==> src/rtl/ptmd_pkg.sv <==
// Purpose: Constants and types for the six-channel PWM waveform core
// Assumes: APB word index = printed or chosen register index, byte address = 4 * index
// Notes:   Narrow registers sit in the low bits of the 32-bit data word
package ptmd_pkg;
  // Register indices
  localparam logic [7:0] IDX_CONTROL_ONE    = 8'hdf;
  localparam logic [7:0] IDX_DT_ENABLE      = 8'hf9;
  localparam logic [7:0] IDX_DT_COUNT_LOW   = 8'hfa;
  localparam logic [7:0] IDX_PERIOD_LOW     = 8'h10;
  localparam logic [7:0] IDX_PERIOD_HIGH    = 8'h11;
  localparam logic [7:0] IDX_RUN_CONTROL    = 8'h12;
  localparam logic [7:0] IDX_COUNTER_LOW    = 8'h13;
  localparam logic [7:0] IDX_COUNTER_HIGH   = 8'h14;
  localparam logic [7:0] IDX_TIMED_ACCESS   = 8'h15;
  localparam logic [7:0] IDX_DUTY_BASE      = 8'h20;
  localparam logic [7:0] IDX_DUTY_LAST      = 8'h2b;
  // Control register one fields
  localparam int         CTL_TYPE_BIT       = 4;
  localparam int         CTL_MODE_HI        = 7;
  localparam int         CTL_MODE_LO        = 6;
  localparam int         CTL_DIV_HI         = 2;
  // Dead-time enable register fields
  localparam int         DTE_COUNT_TOP_BIT  = 4;
  localparam logic [7:0] DTE_WRITE_MASK     = 8'h17;
  // Reset values
  localparam logic [7:0] RST_BYTE           = 8'h00;
  localparam logic [15:0] RST_WORD          = 16'h0000;
  // Timed-access unlock keys
  localparam logic [7:0] TA_KEY_FIRST       = 8'haa;
  localparam logic [7:0] TA_KEY_SECOND      = 8'h55;
  // Output mode codes
  localparam logic [1:0] MODE_INDEPENDENT   = 2'h0;
  localparam logic [1:0] MODE_COMPLEMENT    = 2'h1;
  localparam logic [1:0] MODE_SYNCHRONISED  = 2'h2;

  typedef enum logic [2:0] {
    TA_LOCKED = 3'h1,
    TA_ARMED  = 3'h2,
    TA_OPEN   = 3'h4
  } ptmd_ta_t;

  typedef struct packed {
    logic [1:0] mode;
    logic       centre;
    logic [2:0] div;
  } ptmd_cfg_t;
endpackage : ptmd_pkg

==> src/rtl/ptmd_core.sv <==
// Purpose: Six-channel PWM counter, duty compare, pair modes and dead-time insertion
// Assumes: APB slave, one clock, synchronous active-high reset
// Notes:   Counter steps once per divided tick; dead time counts in system clocks
// Behaviour
// - Control bit 4 picks edge-aligned (0) or centre-aligned (1) counting.
// - Edge-aligned: count up from zero to period, then restart at zero.
// - Edge-aligned: channel low on duty match, high when counter is zero.
// - Edge-aligned period lasts period plus one divided ticks.
// - Centre-aligned: count up to period, then down to zero, repeating.
// - Centre-aligned: low on up-count match, high on down-count match.
// - Centre-aligned period lasts twice the period value in ticks.
// - Mode field bits 7:6: independent, complementary, synchronised, reserved.
// - Independent mode after reset; each channel uses its own duty.
// - Complementary: odd channels invert even partner, own duty ignored.
// - Each pair has a 9-bit down-counter delaying rising edges until it reaches zero.
// - Enable bits 0,1,2 switch dead time for pairs 0/1, 2/3, 4/5.
// - Nine-bit count, top bit in enable bit 4; delay is count plus one clocks.
// - Dead time acts only in complementary mode.
// - Dead-time registers accept writes only after timed-access unlock.
// - Synchronised: odd channels copy their even partner in phase.
// - Each duty is a reset-zero high and low byte pair.
`timescale 1ns/1ps
module ptmd_core #(
  parameter int CHANNELS = 6,
  parameter int DT_WIDTH = 9
) (
  // Clock and control
  input  wire logic                clk_sys,
  input  wire logic                rst,
  input  wire logic                ce,
  // APB slave
  input  wire logic                psel,
  input  wire logic                penable,
  input  wire logic                pwrite,
  input  wire logic [11:0]         paddr,
  input  wire logic [31:0]         pwdata,
  output logic                     pready,
  output logic [31:0]              prdata,
  output logic                     pslverr,
  // PWM channels
  output logic [CHANNELS-1:0]      pwm_out
);
  localparam int PAIRS = CHANNELS / 2;

  ptmd_pkg::ptmd_cfg_t        cfg;
  ptmd_pkg::ptmd_ta_t         ta_ff;
  logic [7:0]                 control_one_ff;
  logic [7:0]                 dt_enable_ff;
  logic [7:0]                 dt_count_low_ff;
  logic [15:0]                period_ff;
  logic                       run_ff;
  logic [15:0]                duty_ff [CHANNELS];
  logic [15:0]                cnt_ff;
  logic                       down_ff;
  logic [6:0]                 presc_ff;
  logic                       tick;
  logic [CHANNELS-1:0]        raw_ff;
  logic [CHANNELS-1:0]        shaped;
  logic [CHANNELS-1:0]        shaped_d_ff;
  logic [CHANNELS-1:0]        hold_ff;
  logic [CHANNELS-1:0]        pwm_out_ff;
  logic                       pready_ff;
  logic                       pslverr_ff;
  logic [31:0]                prdata_ff;
  logic                       access;
  logic                       wr_done;
  logic [7:0]                 idx;
  logic [7:0]                 wbyte;
  logic                       mapped;
  logic [31:0]                rdata;
  logic                       dt_mode;
  logic [DT_WIDTH-1:0]        dt_load;

  assign idx     = paddr[9:2];
  assign wbyte   = pwdata[7:0];
  assign access  = psel & penable & ~pready_ff;
  assign wr_done = psel & penable & pready_ff & pwrite & ~pslverr_ff;
  assign cfg.mode   = control_one_ff[ptmd_pkg::CTL_MODE_HI:ptmd_pkg::CTL_MODE_LO];
  assign cfg.centre = control_one_ff[ptmd_pkg::CTL_TYPE_BIT];
  assign cfg.div    = control_one_ff[ptmd_pkg::CTL_DIV_HI:0];
  assign dt_mode = (cfg.mode == ptmd_pkg::MODE_COMPLEMENT);
  assign dt_load = {dt_enable_ff[ptmd_pkg::DTE_COUNT_TOP_BIT], dt_count_low_ff};

  // APB handshake: one wait state, answer registered
  always_ff @(posedge clk_sys) begin
    if (rst) begin
      pready_ff  <= 1'b0;
      pslverr_ff <= 1'b0;
      prdata_ff  <= 32'h0000_0000;
    end else if (ce) begin
      pready_ff  <= access;
      if (access) begin
        pslverr_ff <= ~mapped;
        prdata_ff  <= pwrite ? 32'h0000_0000 : rdata;
      end else begin
        pslverr_ff <= 1'b0;
      end
    end
  end

  // Read decode
  always_comb begin
    mapped = 1'b1;
    rdata  = 32'h0000_0000;
    if (idx >= ptmd_pkg::IDX_DUTY_BASE && idx <= ptmd_pkg::IDX_DUTY_LAST) begin
      rdata[7:0] = idx[0] ? duty_ff[3'((idx - ptmd_pkg::IDX_DUTY_BASE) >> 1)][15:8]
                          : duty_ff[3'((idx - ptmd_pkg::IDX_DUTY_BASE) >> 1)][7:0];
    end else begin
      case (idx)
        ptmd_pkg::IDX_CONTROL_ONE:  rdata[7:0] = control_one_ff;
        ptmd_pkg::IDX_DT_ENABLE:    rdata[7:0] = dt_enable_ff;
        ptmd_pkg::IDX_DT_COUNT_LOW: rdata[7:0] = dt_count_low_ff;
        ptmd_pkg::IDX_PERIOD_LOW:   rdata[7:0] = period_ff[7:0];
        ptmd_pkg::IDX_PERIOD_HIGH:  rdata[7:0] = period_ff[15:8];
        ptmd_pkg::IDX_RUN_CONTROL:  rdata[7:0] = {7'h00, run_ff};
        ptmd_pkg::IDX_COUNTER_LOW:  rdata[7:0] = cnt_ff[7:0];
        ptmd_pkg::IDX_COUNTER_HIGH: rdata[7:0] = cnt_ff[15:8];
        ptmd_pkg::IDX_TIMED_ACCESS: rdata[7:0] = {7'h00, ta_ff == ptmd_pkg::TA_OPEN};
        default:                    mapped     = 1'b0;
      endcase
    end
  end

  // Timed access: key pair opens exactly one following write
  always_ff @(posedge clk_sys) begin
    if (rst) begin
      ta_ff <= ptmd_pkg::TA_LOCKED;
    end else if (ce && wr_done) begin
      case (ta_ff)
        ptmd_pkg::TA_LOCKED: begin
          if (idx == ptmd_pkg::IDX_TIMED_ACCESS && wbyte == ptmd_pkg::TA_KEY_FIRST)
            ta_ff <= ptmd_pkg::TA_ARMED;
        end
        ptmd_pkg::TA_ARMED: begin
          if (idx == ptmd_pkg::IDX_TIMED_ACCESS && wbyte == ptmd_pkg::TA_KEY_SECOND)
            ta_ff <= ptmd_pkg::TA_OPEN;
          else
            ta_ff <= ptmd_pkg::TA_LOCKED;
        end
        ptmd_pkg::TA_OPEN:   ta_ff <= ptmd_pkg::TA_LOCKED;
        default:             ta_ff <= ptmd_pkg::TA_LOCKED;
      endcase
    end
  end

  // Control, period and dead-time registers
  always_ff @(posedge clk_sys) begin
    if (rst) begin
      control_one_ff  <= ptmd_pkg::RST_BYTE;
      dt_enable_ff    <= ptmd_pkg::RST_BYTE;
      dt_count_low_ff <= ptmd_pkg::RST_BYTE;
      period_ff       <= ptmd_pkg::RST_WORD;
      run_ff          <= 1'b0;
    end else if (ce && wr_done) begin
      case (idx)
        ptmd_pkg::IDX_CONTROL_ONE:  control_one_ff  <= wbyte;
        ptmd_pkg::IDX_PERIOD_LOW:   period_ff[7:0]  <= wbyte;
        ptmd_pkg::IDX_PERIOD_HIGH:  period_ff[15:8] <= wbyte;
        ptmd_pkg::IDX_RUN_CONTROL:  run_ff          <= wbyte[0];
        ptmd_pkg::IDX_DT_ENABLE: begin
          if (ta_ff == ptmd_pkg::TA_OPEN)
            dt_enable_ff <= wbyte & ptmd_pkg::DTE_WRITE_MASK;
        end
        ptmd_pkg::IDX_DT_COUNT_LOW: begin
          if (ta_ff == ptmd_pkg::TA_OPEN)
            dt_count_low_ff <= wbyte;
        end
        default: ;
      endcase
    end
  end

  // Duty registers, low byte at even index
  always_ff @(posedge clk_sys) begin
    if (rst) begin
      for (int i = 0; i < CHANNELS; i++)
        duty_ff[i] <= ptmd_pkg::RST_WORD;
    end else if (ce && wr_done && idx >= ptmd_pkg::IDX_DUTY_BASE
                 && idx <= ptmd_pkg::IDX_DUTY_LAST) begin
      if (idx[0])
        duty_ff[3'((idx - ptmd_pkg::IDX_DUTY_BASE) >> 1)][15:8] <= wbyte;
      else
        duty_ff[3'((idx - ptmd_pkg::IDX_DUTY_BASE) >> 1)][7:0] <= wbyte;
    end
  end

  // Prescaler: one tick every 2^div system clocks
  always_ff @(posedge clk_sys) begin
    // Stop clears only on an enabled clock, so a low ce still freezes everything
    if (rst || (ce && !run_ff))
      presc_ff <= 7'h00;
    else if (ce)
      presc_ff <= tick ? 7'h00 : presc_ff + 7'h01;
  end
  assign tick = run_ff && (presc_ff == 7'((7'h01 << cfg.div) - 7'h01));

  // Shared counter
  always_ff @(posedge clk_sys) begin
    if (rst || (ce && !run_ff)) begin
      cnt_ff  <= ptmd_pkg::RST_WORD;
      down_ff <= 1'b0;
    end else if (ce && tick) begin
      if (!cfg.centre) begin
        down_ff <= 1'b0;
        cnt_ff  <= (cnt_ff >= period_ff) ? 16'h0000 : cnt_ff + 16'h0001;
      end else if (!down_ff) begin
        if (cnt_ff >= period_ff && period_ff != 16'h0000) begin
          down_ff <= 1'b1;
          cnt_ff  <= period_ff - 16'h0001;
        end else if (cnt_ff < period_ff) begin
          cnt_ff  <= cnt_ff + 16'h0001;
        end
      end else begin
        cnt_ff <= cnt_ff - 16'h0001;
        if (cnt_ff == 16'h0001)
          down_ff <= 1'b0;
      end
    end
  end

  // Raw compare per channel and pair mode shaping
  generate
    for (genvar c = 0; c < CHANNELS; c++) begin : g_chan
      always_ff @(posedge clk_sys) begin
        if (rst) begin
          raw_ff[c] <= 1'b0;
        end else if (ce && tick) begin
          if (!cfg.centre) begin
            if (cnt_ff == duty_ff[c])
              raw_ff[c] <= 1'b0;
            else if (cnt_ff == 16'h0000)
              raw_ff[c] <= 1'b1;
          end else if (cnt_ff == duty_ff[c]) begin
            raw_ff[c] <= down_ff;
          end
        end
      end
      if (c % 2 == 0) begin : g_even
        assign shaped[c] = raw_ff[c];
      end else begin : g_odd
        always_comb begin
          case (cfg.mode)
            ptmd_pkg::MODE_COMPLEMENT:   shaped[c] = ~raw_ff[c-1];
            ptmd_pkg::MODE_SYNCHRONISED: shaped[c] = raw_ff[c-1];
            default:                     shaped[c] = raw_ff[c];
          endcase
        end
      end
    end
  endgenerate

  // Dead time per pair; a mid-run count change only affects the next rise
  generate
    for (genvar p = 0; p < PAIRS; p++) begin : g_pair
      logic [DT_WIDTH-1:0] dt_cnt_ff;
      logic [1:0]          rise;
      logic                dt_on;
      assign dt_on = dt_mode && dt_enable_ff[p];
      assign rise  = shaped[2*p+1:2*p] & ~shaped_d_ff[2*p+1:2*p];
      always_ff @(posedge clk_sys) begin
        if (rst) begin
          dt_cnt_ff              <= '0;
          hold_ff[2*p+1:2*p]     <= 2'h0;
        end else if (ce) begin
          if (!dt_on) begin
            hold_ff[2*p+1:2*p] <= 2'h0;
          end else if (rise != 2'h0) begin
            dt_cnt_ff          <= dt_load;
            // Rise cycle is already one clock low, so a zero count holds no more
            hold_ff[2*p+1:2*p] <= (dt_load == '0) ? 2'h0 : rise;
          end else if (hold_ff[2*p+1:2*p] != 2'h0) begin
            dt_cnt_ff <= dt_cnt_ff - 1'b1;
            if (dt_cnt_ff == DT_WIDTH'(1))
              hold_ff[2*p+1:2*p] <= 2'h0;
            else
              hold_ff[2*p+1:2*p] <= hold_ff[2*p+1:2*p] & shaped[2*p+1:2*p];
          end
        end
      end
    end
  endgenerate

  // Output stage; rising edge held low while its pair counter runs
  always_ff @(posedge clk_sys) begin
    if (rst) begin
      shaped_d_ff <= '0;
      pwm_out_ff  <= '0;
    end else if (ce) begin
      shaped_d_ff <= shaped;
      for (int k = 0; k < CHANNELS; k++) begin
        if (dt_mode && dt_enable_ff[k/2] && (hold_ff[k] ||
            (shaped[k] && !shaped_d_ff[k])))
          pwm_out_ff[k] <= 1'b0;
        else
          pwm_out_ff[k] <= shaped[k];
      end
    end
  end

  assign pready  = pready_ff;
  assign prdata  = prdata_ff;
  assign pslverr = pslverr_ff;
  assign pwm_out = pwm_out_ff;
endmodule : ptmd_core

==> config.mk <==
export PLATFORM = sky130hd
export DESIGN_NAME = ptmd_core
export DESIGN_NICKNAME = d
export VERILOG_FILES = /design/src/rtl/ptmd_pkg.sv /design/src/rtl/ptmd_core.sv
export SDC_FILE = /design/constraint.sdc
export NUM_CORES = 1
export LEC_CHECK = 0
export ABC_AREA = 1
export BUFFER_PORTS_ARGS = -buffer_cell sky130_fd_sc_hd__buf_2
export CAP_MARGIN = 20
export CORE_AREA = 4 4 127 251
export CTS_CLUSTER_DIAMETER = 60
export CTS_CLUSTER_SIZE = 28
export DETAILED_ROUTE_END_ITERATION = 8
export DIE_AREA = 0 0 131 255
export PLACE_DENSITY = 0.7
export SLEW_MARGIN = 25
export SYNTH_ARGS = -nofsm -noshare
export SYNTH_HDL_FRONTEND = slang
export SYNTH_SLANG_ARGS = --single-unit
export TNS_END_PERCENT = 50
==> constraint.sdc <==
create_clock -name clk_sys -period 3.3 [get_ports clk_sys]
set_input_delay 0.495 -clock clk_sys [delete_from_list [all_inputs] [get_ports clk_sys]]
set_output_delay 0.495 -clock clk_sys [all_outputs]
set_load 0.05 [all_outputs]
==> impl_results.md, run 1 <==
* P&R area growth vs syn at 8.24%
* Tcrit/Tclk final at 0.886
* Initial core utilization at 0.494
* Final Skew at 26.4 ps
* Fill count at 2865
* Vias in the first global route at 13500
* Synthesis-stage register bit count at 253
* Max Used Layer: met4
* Clock tree buffer depth at 3
* Crit Path Max Fanout at 12
* Post-synth EDFFs at 128
* Clk Tree Root Cell: clkbuf_16
* FF-to-FF path depth at 13
* 1st-pass router iterations at 6
* Worst setup startpoint: control_one_ff[6]
* Ys Warns at 0
* Hold endpoint: run_ff
* Synthesized instance count at 1858
* Routed wl met3 at around 3200 um
* Wirelength per Cell at 22.0 um
* Die ar. at 0.0334 mm^2
* Crit path DAT at between 3000 and 4000 ps
* HP Class: in -> reg
* Commonest non-fill, non-tap cell in the layout: nand2_1
* I/O Pins at 90
* Slew Limit Fails at 0
* # port buffers at 37
* Internal at 4.37 mW
* Finished Layout Cells at 2300
* Aggregate routed wire length at just over 50000 um
* First-pass GRT wire length at between 70000 and 80000 um
* Total track usage at 0.301
* DR DRC count at 0
* TNS Setup at 0 ps
* Final ANT Viol Nets at 0
* Setup bufs post-CTS at 0
* Placed Cells incl. Taps at 2274
* Post-synth cell types at 57
* Worst-path clk slew at roughly 110 ps
* Via count at between 10000 and 15000
* CP Class: reg -> reg
* Worst reg2reg path startpoint: control_one_ff[6]
* Combinational power share at 0.072
* Overall die width at approximately 130 um
* RSZ-0062 raised after global routing: false
* Worst-margin pin slew at 788 ps
* Top post-synthesis cells by area: edfxtp_1 26%, dfxtp_1 17%, nand2_1 7.6%, nor2_1 5.7%, o21ai_0 4.7%
* Largest area contributor in the synthesized netlist: edfxtp_1
* Status: finished clean
* Hold_buf cts at 0
* # setup viols final at 0
* R2R setup slack at ~380 ps
* Clock net sink count at 253
* Slew HR at 0.474
* Sw Pwr at 1.57 mW
* Vias per cell at 5.95
* Worst vdd ir at a little under 400 uV
* FF-to-FF End: g_pair[1].dt_cnt_ff[4]
* Core area at between 0.03 and 0.04 mm^2
* PwrDens at 369 mW/mm^2
* Post-layout util at 0.535
* M1 WL at 16300 um
* Net count, final at 2004
* Startpoint Class: flip-flop
* Antenna violations before repair at 0
* Largest net degree at the start of global routing at 64
* HPWL Detailed at 38700 um
* DRC marker count from the first detailed-route iteration at 1304
* Post-synth top flop: edfxtp_1
* CTS-repair resized insts at 0
* Most frequent cells in the layout: 299 x nand2_1, 225 x nor2_1, 170 x inv_1
* Final hold vios at 0
* Max frequency at 342 MHz
* Hold path cells at 2
* WP data required at 3740 ps
* Routed wl met2 at 25400 um
* Register share of total power at 0.571
* CP endpoint kind: flip-flop
* Clock latency on the worst-skew pair at 530 ps
* Max-cap viol count at 0
* Total CTS buffers at 15
* Proportion of synthesized chip area in sequential cells at 0.427
* Sw frac at 0.264
* FFs w/ async S/R, synth at 0
* CTS tree: built
* Clock Power Share at 0.356
* Antenna diodes at 0
* Htree depth at 1
* Area fraction of the dominant cell type after synthesis at 0.259
* P_leak at 6.49 nW
* Layout cell share with drive strength beyond 1 at 0.0994
* Min Tclk post-route at 2920 ps
* Grt total ovfl at 0
* Synthesized area at between 0.01 and 0.015 mm^2
* Synth Area per Inst at 8.00 um^2
* GPL Wtd Cong at 0.976
* Row cnt at 90
* Min-delay src: pwdata[0]
* Height of the die at about 260 um
==> worst max-delay path, cell delays in order, from the launching register on <==
cell and delay (ps):
dfxtp_1 370, inv_1 80, ha_1 270, inv_1 90
nand3_1 100, o21a_1 190, nand2_1 90, nand2_1 320
inv_1 300, nand3_1 170, nand3_2 180, inv_1 320
o21ai_0 150, a211oi_1 220
==> flip-flops by register name, summed over array words and instances, names as in the netlist, 6 cells and up <==
signal	cells
presc_ff	7
shaped_d_ff	6
dt_count_low_ff	8
prdata	8
pwm_out	6
raw_ff	6
cnt_ff	16
period_ff	16
duty_ff	128
hold_ff	6
control_one_ff	8
g_pair.dt_cnt_ff	27
==> routing by layer <==
layer  vias to the layer above  global-route usage
met3                       256              0.0414
met5                         -                   0
met2                       648               0.529
met1                      6425               0.295
met4                         0               0.279
li1                       6364                   -
==> synthesized netlist by cell type (5+ instances only) <==
| master | n |
|---|---|
| a211oi_1 | 13 |
| nand2_1 | 299 |
| ha_1 | 31 |
| nand3_1 | 81 |
| nor2_1 | 225 |
| inv_2 | 14 |
| edfxtp_1 | 128 |
| nand3_4 | 6 |
| o21ai_1 | 10 |
| nand3_2 | 7 |
| nor4_1 | 21 |
| o211ai_1 | 7 |
| buf_2 | 28 |
| or2_2 | 15 |
| buf_4 | 28 |
| a31oi_1 | 20 |
| a21oi_1 | 108 |
| nor2_2 | 9 |
| o21a_1 | 9 |
| nor3_1 | 51 |
| nand4_1 | 39 |
| xnor2_1 | 52 |
| clkbuf_1 | 37 |
| a21oi_2 | 5 |
| dfxtp_1 | 125 |
| o21ai_0 | 139 |
| inv_1 | 171 |
| xor2_1 | 71 |
| o22ai_1 | 58 |
| o2111ai_1 | 6 |
==> worst max path at each step <==
| stage | cells after the start | slack, ps | to |
|---|---|---|---|
| after floorplan | 10 | 780 | duty_ff[0][0] |
| after global placement | 13 | 570 | g_pair[1].dt_cnt_ff[4] |
| after detailed placement | 13 | 450 | g_pair[1].dt_cnt_ff[4] |
| after CTS | 13 | 400 | g_pair[1].dt_cnt_ff[4] |
| after global routing | 13 | 40 | g_pair[1].dt_cnt_ff[4] |
| final | 13 | 380 | g_pair[1].dt_cnt_ff[4] |
==> final cells by class <==
type / instances / area (um^2) / share of cell area
Clock buffer: 18 / 387 / 0.0240
Clock inverter: 8 / 109 / 0.00677
Inverter: 188 / 713 / 0.0443
Multi-Input combinational cell: 1373 / 7470 / 0.465
Sequential cell: 253 / 6350 / 0.394
Tap cell: 368 / 460 / 0.0286
Timing Repair Buffer: 92 / 598 / 0.0372
==> logic make-up (layout without fill, tap and decap cells) <==
family	count (synthesis)	in the layout	share of synthesized area
flops	253	253	0.427
other cells	1	56	0.000252
simple gates	776	776	0.242
buf+inv	287	306	0.0840
xor+xnor	123	123	0.0725
fa+ha+maj	31	31	0.0261
compound gates	387	387	0.148
==> power groups by stage <==
stage	sequential, mW	combinational, mW	clock (mW)
after floorplan	3.45	0.301	0
after global placement	3.46	0.416	0
after detailed placement	3.47	0.418	0
after CTS	3.39	0.419	2.15
after global routing	3.40	0.456	2.25
final	3.39	0.431	2.12
==> through the flow <==
stage                     hold slack, ps  power [mW]  cell area (um^2)  worst slack [ps]
after floorplan                      436        3.75             15100               780
after global placement               445        3.88             15600               567
after detailed placement             452        3.88             15600               445
after CTS                            233        5.97             16100               399
after global routing                 254        6.11             16100              41.7
final                                245        5.94             16100               376
No activity file was read; power rests on OpenSTA's default activity.
==> run 2: changes to the inputs <==
--- a/config.mk
+++ b/config.mk
@@ -13,7 +13,7 @@
 export CTS_CLUSTER_SIZE = 28
 export DETAILED_ROUTE_END_ITERATION = 8
 export DIE_AREA = 0 0 131 255
-export PLACE_DENSITY = 0.7
+export PLACE_DENSITY = 0.68
 export SLEW_MARGIN = 25
 export SYNTH_ARGS = -nofsm -noshare
 export SYNTH_HDL_FRONTEND = slang
==> impl_results.md, run 2 (synthesis results as in run 1) <==
* P&R area growth vs syn at 8.41%
* Max-cap viol count at 0
* Aggregate routed wire length at around 50000 um
* Min Tclk post-route at 2830 ps
* P_leak at 6.50 nW
* Antenna violations before repair at 0
* Total track usage at 0.296
* HPWL Detailed at 38500 um
* Layout cell share with drive strength beyond 1 at 0.100
* Met1 Track Usage GR at 0.287
* Tcrit/Tclk final at 0.859
* Clock Power Share at 0.355
* Startpoint Class: flip-flop
* Final ANT Viol Nets at 0
* I/O Pins at 90
* PwrDens at 368 mW/mm^2
* FF-to-FF End: g_pair[2].dt_cnt_ff[7]
* # port buffers at 37
* Min-delay src: pwdata[0]
* Top reg by flops: duty_ff
* Hold endpoint: run_ff
* FF-to-FF path depth at 13
* Min Hold Slack at around 260 ps
* Family with the most delay on the worst path: buffers and inverters
* Final std cell area, no fill at 0.0161 mm^2
* Height of the die at roughly 260 um
* GR Layer Usage met3 at 0.0395
* Worst-path clk slew at approximately 110 ps
* Crit Path Max Fanout at 14
* Sw frac at 0.263
* Hold_buf cts at 0
* Max frequency at 353 MHz
* CP Class: reg -> reg
* Largest register FFs at around 130
* FF/Latch Area at roughly 0.0063 mm^2
* WP data required at 3690 ps
* Status: finished clean
* TNS Setup at 0 ps
* Crit path DAT at 3220 ps
* RSZ-0062 raised after global routing: false
* Most frequent cells in the layout: 299 x nand2_1, 225 x nor2_1, 170 x inv_1
* Slew HR at 0.431
* Antenna diodes at 0
* Overall die width at 131 um
* Register share of total power at 0.571
* Max incr delay on CP at 370 ps
* CP endpoint kind: flip-flop
* Clock tree buffer depth at 3
* DRC marker count from the first detailed-route iteration at about 1100
* R2R setup slack at approximately 470 ps
* Grt total ovfl at 0
* Fill count at 2953
* Met2 Track Usage GR at 0.538
* CTS tree: built
* Cell mode on critical path: inv_1
* Setup bufs post-CTS at 0
* Worst-margin pin slew at 852 ps
* Vias in the first global route at ~13000
* Multi-input gate area at 0.00747 mm^2
* Vias per cell at 5.88
* GPL Wtd Cong at 0.969
* First-pass GRT wire length at 74200 um
* Clock net sink count at 253
* Wirelength per Cell at 21.7 um
* Total CTS buffers at 15
* Final Skew at 36.8 ps
* Row cnt at 90
* Die ar. at ~0.033 mm^2
* Combinational power share at 0.073
* Net count, final at around 2000
* Worst vdd ir at 558 uV
* Htree depth at 1
* Worst reg2reg path startpoint: control_one_ff[6]
* Clk Tree Root Cell: clkbuf_16
* Via count at 13500
* Sw Pwr at between 1.5 and 2 mW
* Largest net degree at the start of global routing at 71
* Commonest non-fill, non-tap cell in the layout: nand2_1
* Initial core utilization at 0.494
* Final hold vios at 0
* Clock latency on the worst-skew pair at between 500 and 600 ps
* # setup viols final at 0
* HP Class: in -> reg
* Internal at 4.37 mW
* Core area at 0.0301 mm^2
* DP Area at 0.0156 mm^2
* Hold path cells at 2
* Most Used Layer, Global Route: met2
* 1st-pass router iterations at 6
* CTS-repair resized insts at 0
* Buffers & Inverters on Critical Path at 4
* DR DRC count at 0
* Worst path cell trace: inv_1, ha_1, inv_1, nand3_1, o21a_1, nand2_1, nand2_1, inv_1, nand3_1, nand3_1, inv_1, o21ai_0, a31oi_1
* Finished Layout Cells at 2301
* Slowest cell on crit path: dfxtp_1
* Placed Cells incl. Taps at 2275
* Top Registers: duty_ff x128, g_pair.dt_cnt_ff x27
* Slew Limit Fails at 0
* Stages on worst setup path at 13
==> run 2: metal layers <==
layer,wire length [um],vias to the layer above
li1,-,6367
met5,0,-
met1,16000,6345
met4,5150,0
met2,26000,571
met3,2830,236
==> run 2: worst max path at each step <==
| stage | start | end | slack [ps] |
|---|---|---|---|
| 2_1_floorplan | pready | duty_ff[0][0] | 780 |
| 3_3_place_gp | paddr[9] | duty_ff[0][14] | 410 |
| 4_1_cts | control_one_ff[6] | g_pair[2].dt_cnt_ff[4] | 450 |
| 5_1_grt | control_one_ff[6] | hold_ff[4] | 130 |
| 6_report | control_one_ff[6] | g_pair[2].dt_cnt_ff[7] | 470 |
| 3_5_place_dp | paddr[9] | duty_ff[4][12] | 360 |
==> run 2: final cells by class <==
cell class                      instances  share of cell area
Sequential cell                       253               0.394
Tap cell                              368              0.0286
Clock inverter                          8             0.00707
Timing Repair Buffer                   93              0.0384
Inverter                              188              0.0443
Multi-Input combinational cell       1373               0.464
Clock buffer                           18              0.0240
==> run 2: through the flow <==
stage | power (mW) | setup WS, ps | utilization
floorplan | 3.75 | 780 | -
global placement | 3.88 | 406 | 0.519
detailed placement | 3.89 | 359 | 0.519
CTS | 5.96 | 454 | 0.536
global route | 6.11 | 132 | 0.536
finish | 5.93 | 466 | 0.536
==> run 2: power by group through the flow <==
stage               sequential [mW]  clock (mW)  combinational (mW)
floorplan                      3.45           0               0.301
global placement               3.46           0               0.421
detailed placement             3.46           0               0.423
CTS                            3.39        2.15               0.425
global route                   3.40        2.26               0.461
finish                         3.39        2.11               0.435
==> run 3: changes to the inputs <==
--- a/config.mk
+++ b/config.mk
@@ -14,6 +14,7 @@
 export DETAILED_ROUTE_END_ITERATION = 8
 export DIE_AREA = 0 0 131 255
 export PLACE_DENSITY = 0.68
+export RECOVER_POWER = 25
 export SLEW_MARGIN = 25
 export SYNTH_ARGS = -nofsm -noshare
 export SYNTH_HDL_FRONTEND = slang
==> impl_results.md, run 3 (synthesis results as in run 1) <==
* Status: finished clean
* Clk Tree Root Cell: clkbuf_16
* CP Class: reg -> reg
* Total track usage at 0.296
* CTS-repair resized insts at 0
* CTS tree: built
* Hold_buf cts at 0
* Antenna violations before repair at 0
* Largest net degree at the start of global routing at 71
* TNS Setup at 0 ps
* Top reg by flops: duty_ff
* Commonest non-fill, non-tap cell in the layout: nand2_1
* Vias in the first global route at roughly 13000
* Largest register FFs at about 130
* Row cnt at 90
* P&R area growth vs syn at 8.00%
* 1st-pass router iterations at 5
* Net count, final at 2005
* Wirelength per Cell at 21.7 um
* Met2 Track Usage GR at 0.538
* # setup viols final at 0
* Slew HR at 0.237
* Clock net sink count at 253
* Startpoint Class: flip-flop
* Htree depth at 1
* HP Class: in -> reg
* DR DRC count at 0
* Worst vdd ir at 558 uV
* Met1 Track Usage GR at 0.287
* Clock latency on the worst-skew pair at 540 ps
* I/O Pins at 90
* P_leak at 6.39 nW
* Min Hold Slack at between 200 and 300 ps
* Layout cell share with drive strength beyond 1 at 0.0843
* WP data required at ~3800 ps
* HPWL Detailed at 38500 um
* Max frequency at 347 MHz
* GPL Wtd Cong at a little under 1
* Final hold vios at 0
* Antenna diodes at 0
* Overall die width at 131 um
* Total CTS buffers at 15
* Tcrit/Tclk final at 0.874
* Min Tclk post-route at 2880 ps
* Most frequent cells in the layout: 299 x nand2_1, 226 x nor2_1, 173 x inv_1
* Grt total ovfl at 0
* Height of the die at 255 um
* RSZ-0062 raised after global routing: false
* # port buffers at 37
* Initial core utilization at 0.494
* Crit path DAT at 3330 ps
* Post-layout util at 0.534
* Core area at 0.0301 mm^2
* Worst-margin pin slew at 1150 ps
* DRC marker count from the first detailed-route iteration at 1163
* Slew Limit Fails at 0
* Setup bufs post-CTS at 0
* Max-cap viol count at 0
* GR Layer Usage met3 at 0.0395
* CP endpoint kind: flip-flop
* Final Skew at 36.2 ps
* Worst-path clk slew at ~110 ps
* Clock tree buffer depth at 3
* Crit Path Max Fanout at 14
* Vias per cell at 5.87
* Final ANT Viol Nets at 0
* Die ar. at between 0.03 and 0.04 mm^2
* First-pass GRT wire length at 74200 um
* Most Used Layer, Global Route: met2
* Via count at 13500
* PwrDens at ~370 mW/mm^2
* Top Registers: duty_ff x128, g_pair.dt_cnt_ff x27
* Aggregate routed wire length at 50000 um
==> run 3: changes by cell type in the layout (fill, tap and decap cells not counted) <==
cell | before | now
nor2_1 | 225 | 226
clkbuf_1 | 3 | 30
buf_2 | 37 | 20
buf_4 | 55 | 45
inv_2 | 15 | 12
inv_1 | 170 | 173
nor2_2 | 9 | 8
==> run 3: power by group <==
part | switching (mW) | internal (mW) | leakage (nW)
Sequential | 0.0415 | 3.35 | 2.32
Combinational | 0.327 | 0.105 | 3.83
Clock | 1.20 | 0.917 | 0.240
Total | 1.57 | 4.37 | 6.39
==> run 3: through the flow <==
| step | total power [mW] | worst slack [ps] | cell area (um^2) | std cells |
|---|---|---|---|---|
| floorplan | 3.75 | 780 | 15100 | 1913 |
| detailed placement | 3.89 | 359 | 15600 | 2275 |
| global route | 6.11 | 73.3 | 16100 | 2301 |
| finish | 5.94 | 416 | 16100 | 2301 |
| global placement | 3.88 | 406 | 15600 | 2275 |
| CTS | 5.96 | 454 | 16100 | 2301 |
==> run 3: layout make-up <==
cell class              count  area [um^2]
well taps                 368          460
repair buffers             93          559
flip-flops and latches    253         6350
fillers                  2971        14000
multi-input cells        1373         7470
inverters                 188          713
clock buffers              18          387
clock inverters             8          114
==> run 3: critical path, cell delays in order, from the launching register on <==
cell and delay, ps:
dfxtp_1 370, inv_1 80, ha_1 280, inv_1 90, nand3_1 100, o21a_1 170, nand2_1 100, nand2_1 270
inv_1 260, nand3_1 150, nand3_1 200, inv_1 430, o21ai_0 140, a31oi_1 170
==> run 3: final timing paths <==
kind | start | end | slack, ps | cells after the start
hold / removal | pwdata[0] | run_ff | 260 | 2
hold reg to reg | shaped_d_ff[0] | shaped_d_ff[0] | 470 | 2
setup / recovery | control_one_ff[6] | g_pair[2].dt_cnt_ff[7] | 420 | 13
setup reg to reg | control_one_ff[6] | g_pair[2].dt_cnt_ff[7] | 420 | 13
==> run 3: per-layer routing <==
metal	vias up	routed length [um]
met4	0	5150
met5	-	0
li1	6364	-
met1	6339	16000
met2	589	26000
met3	219	2890
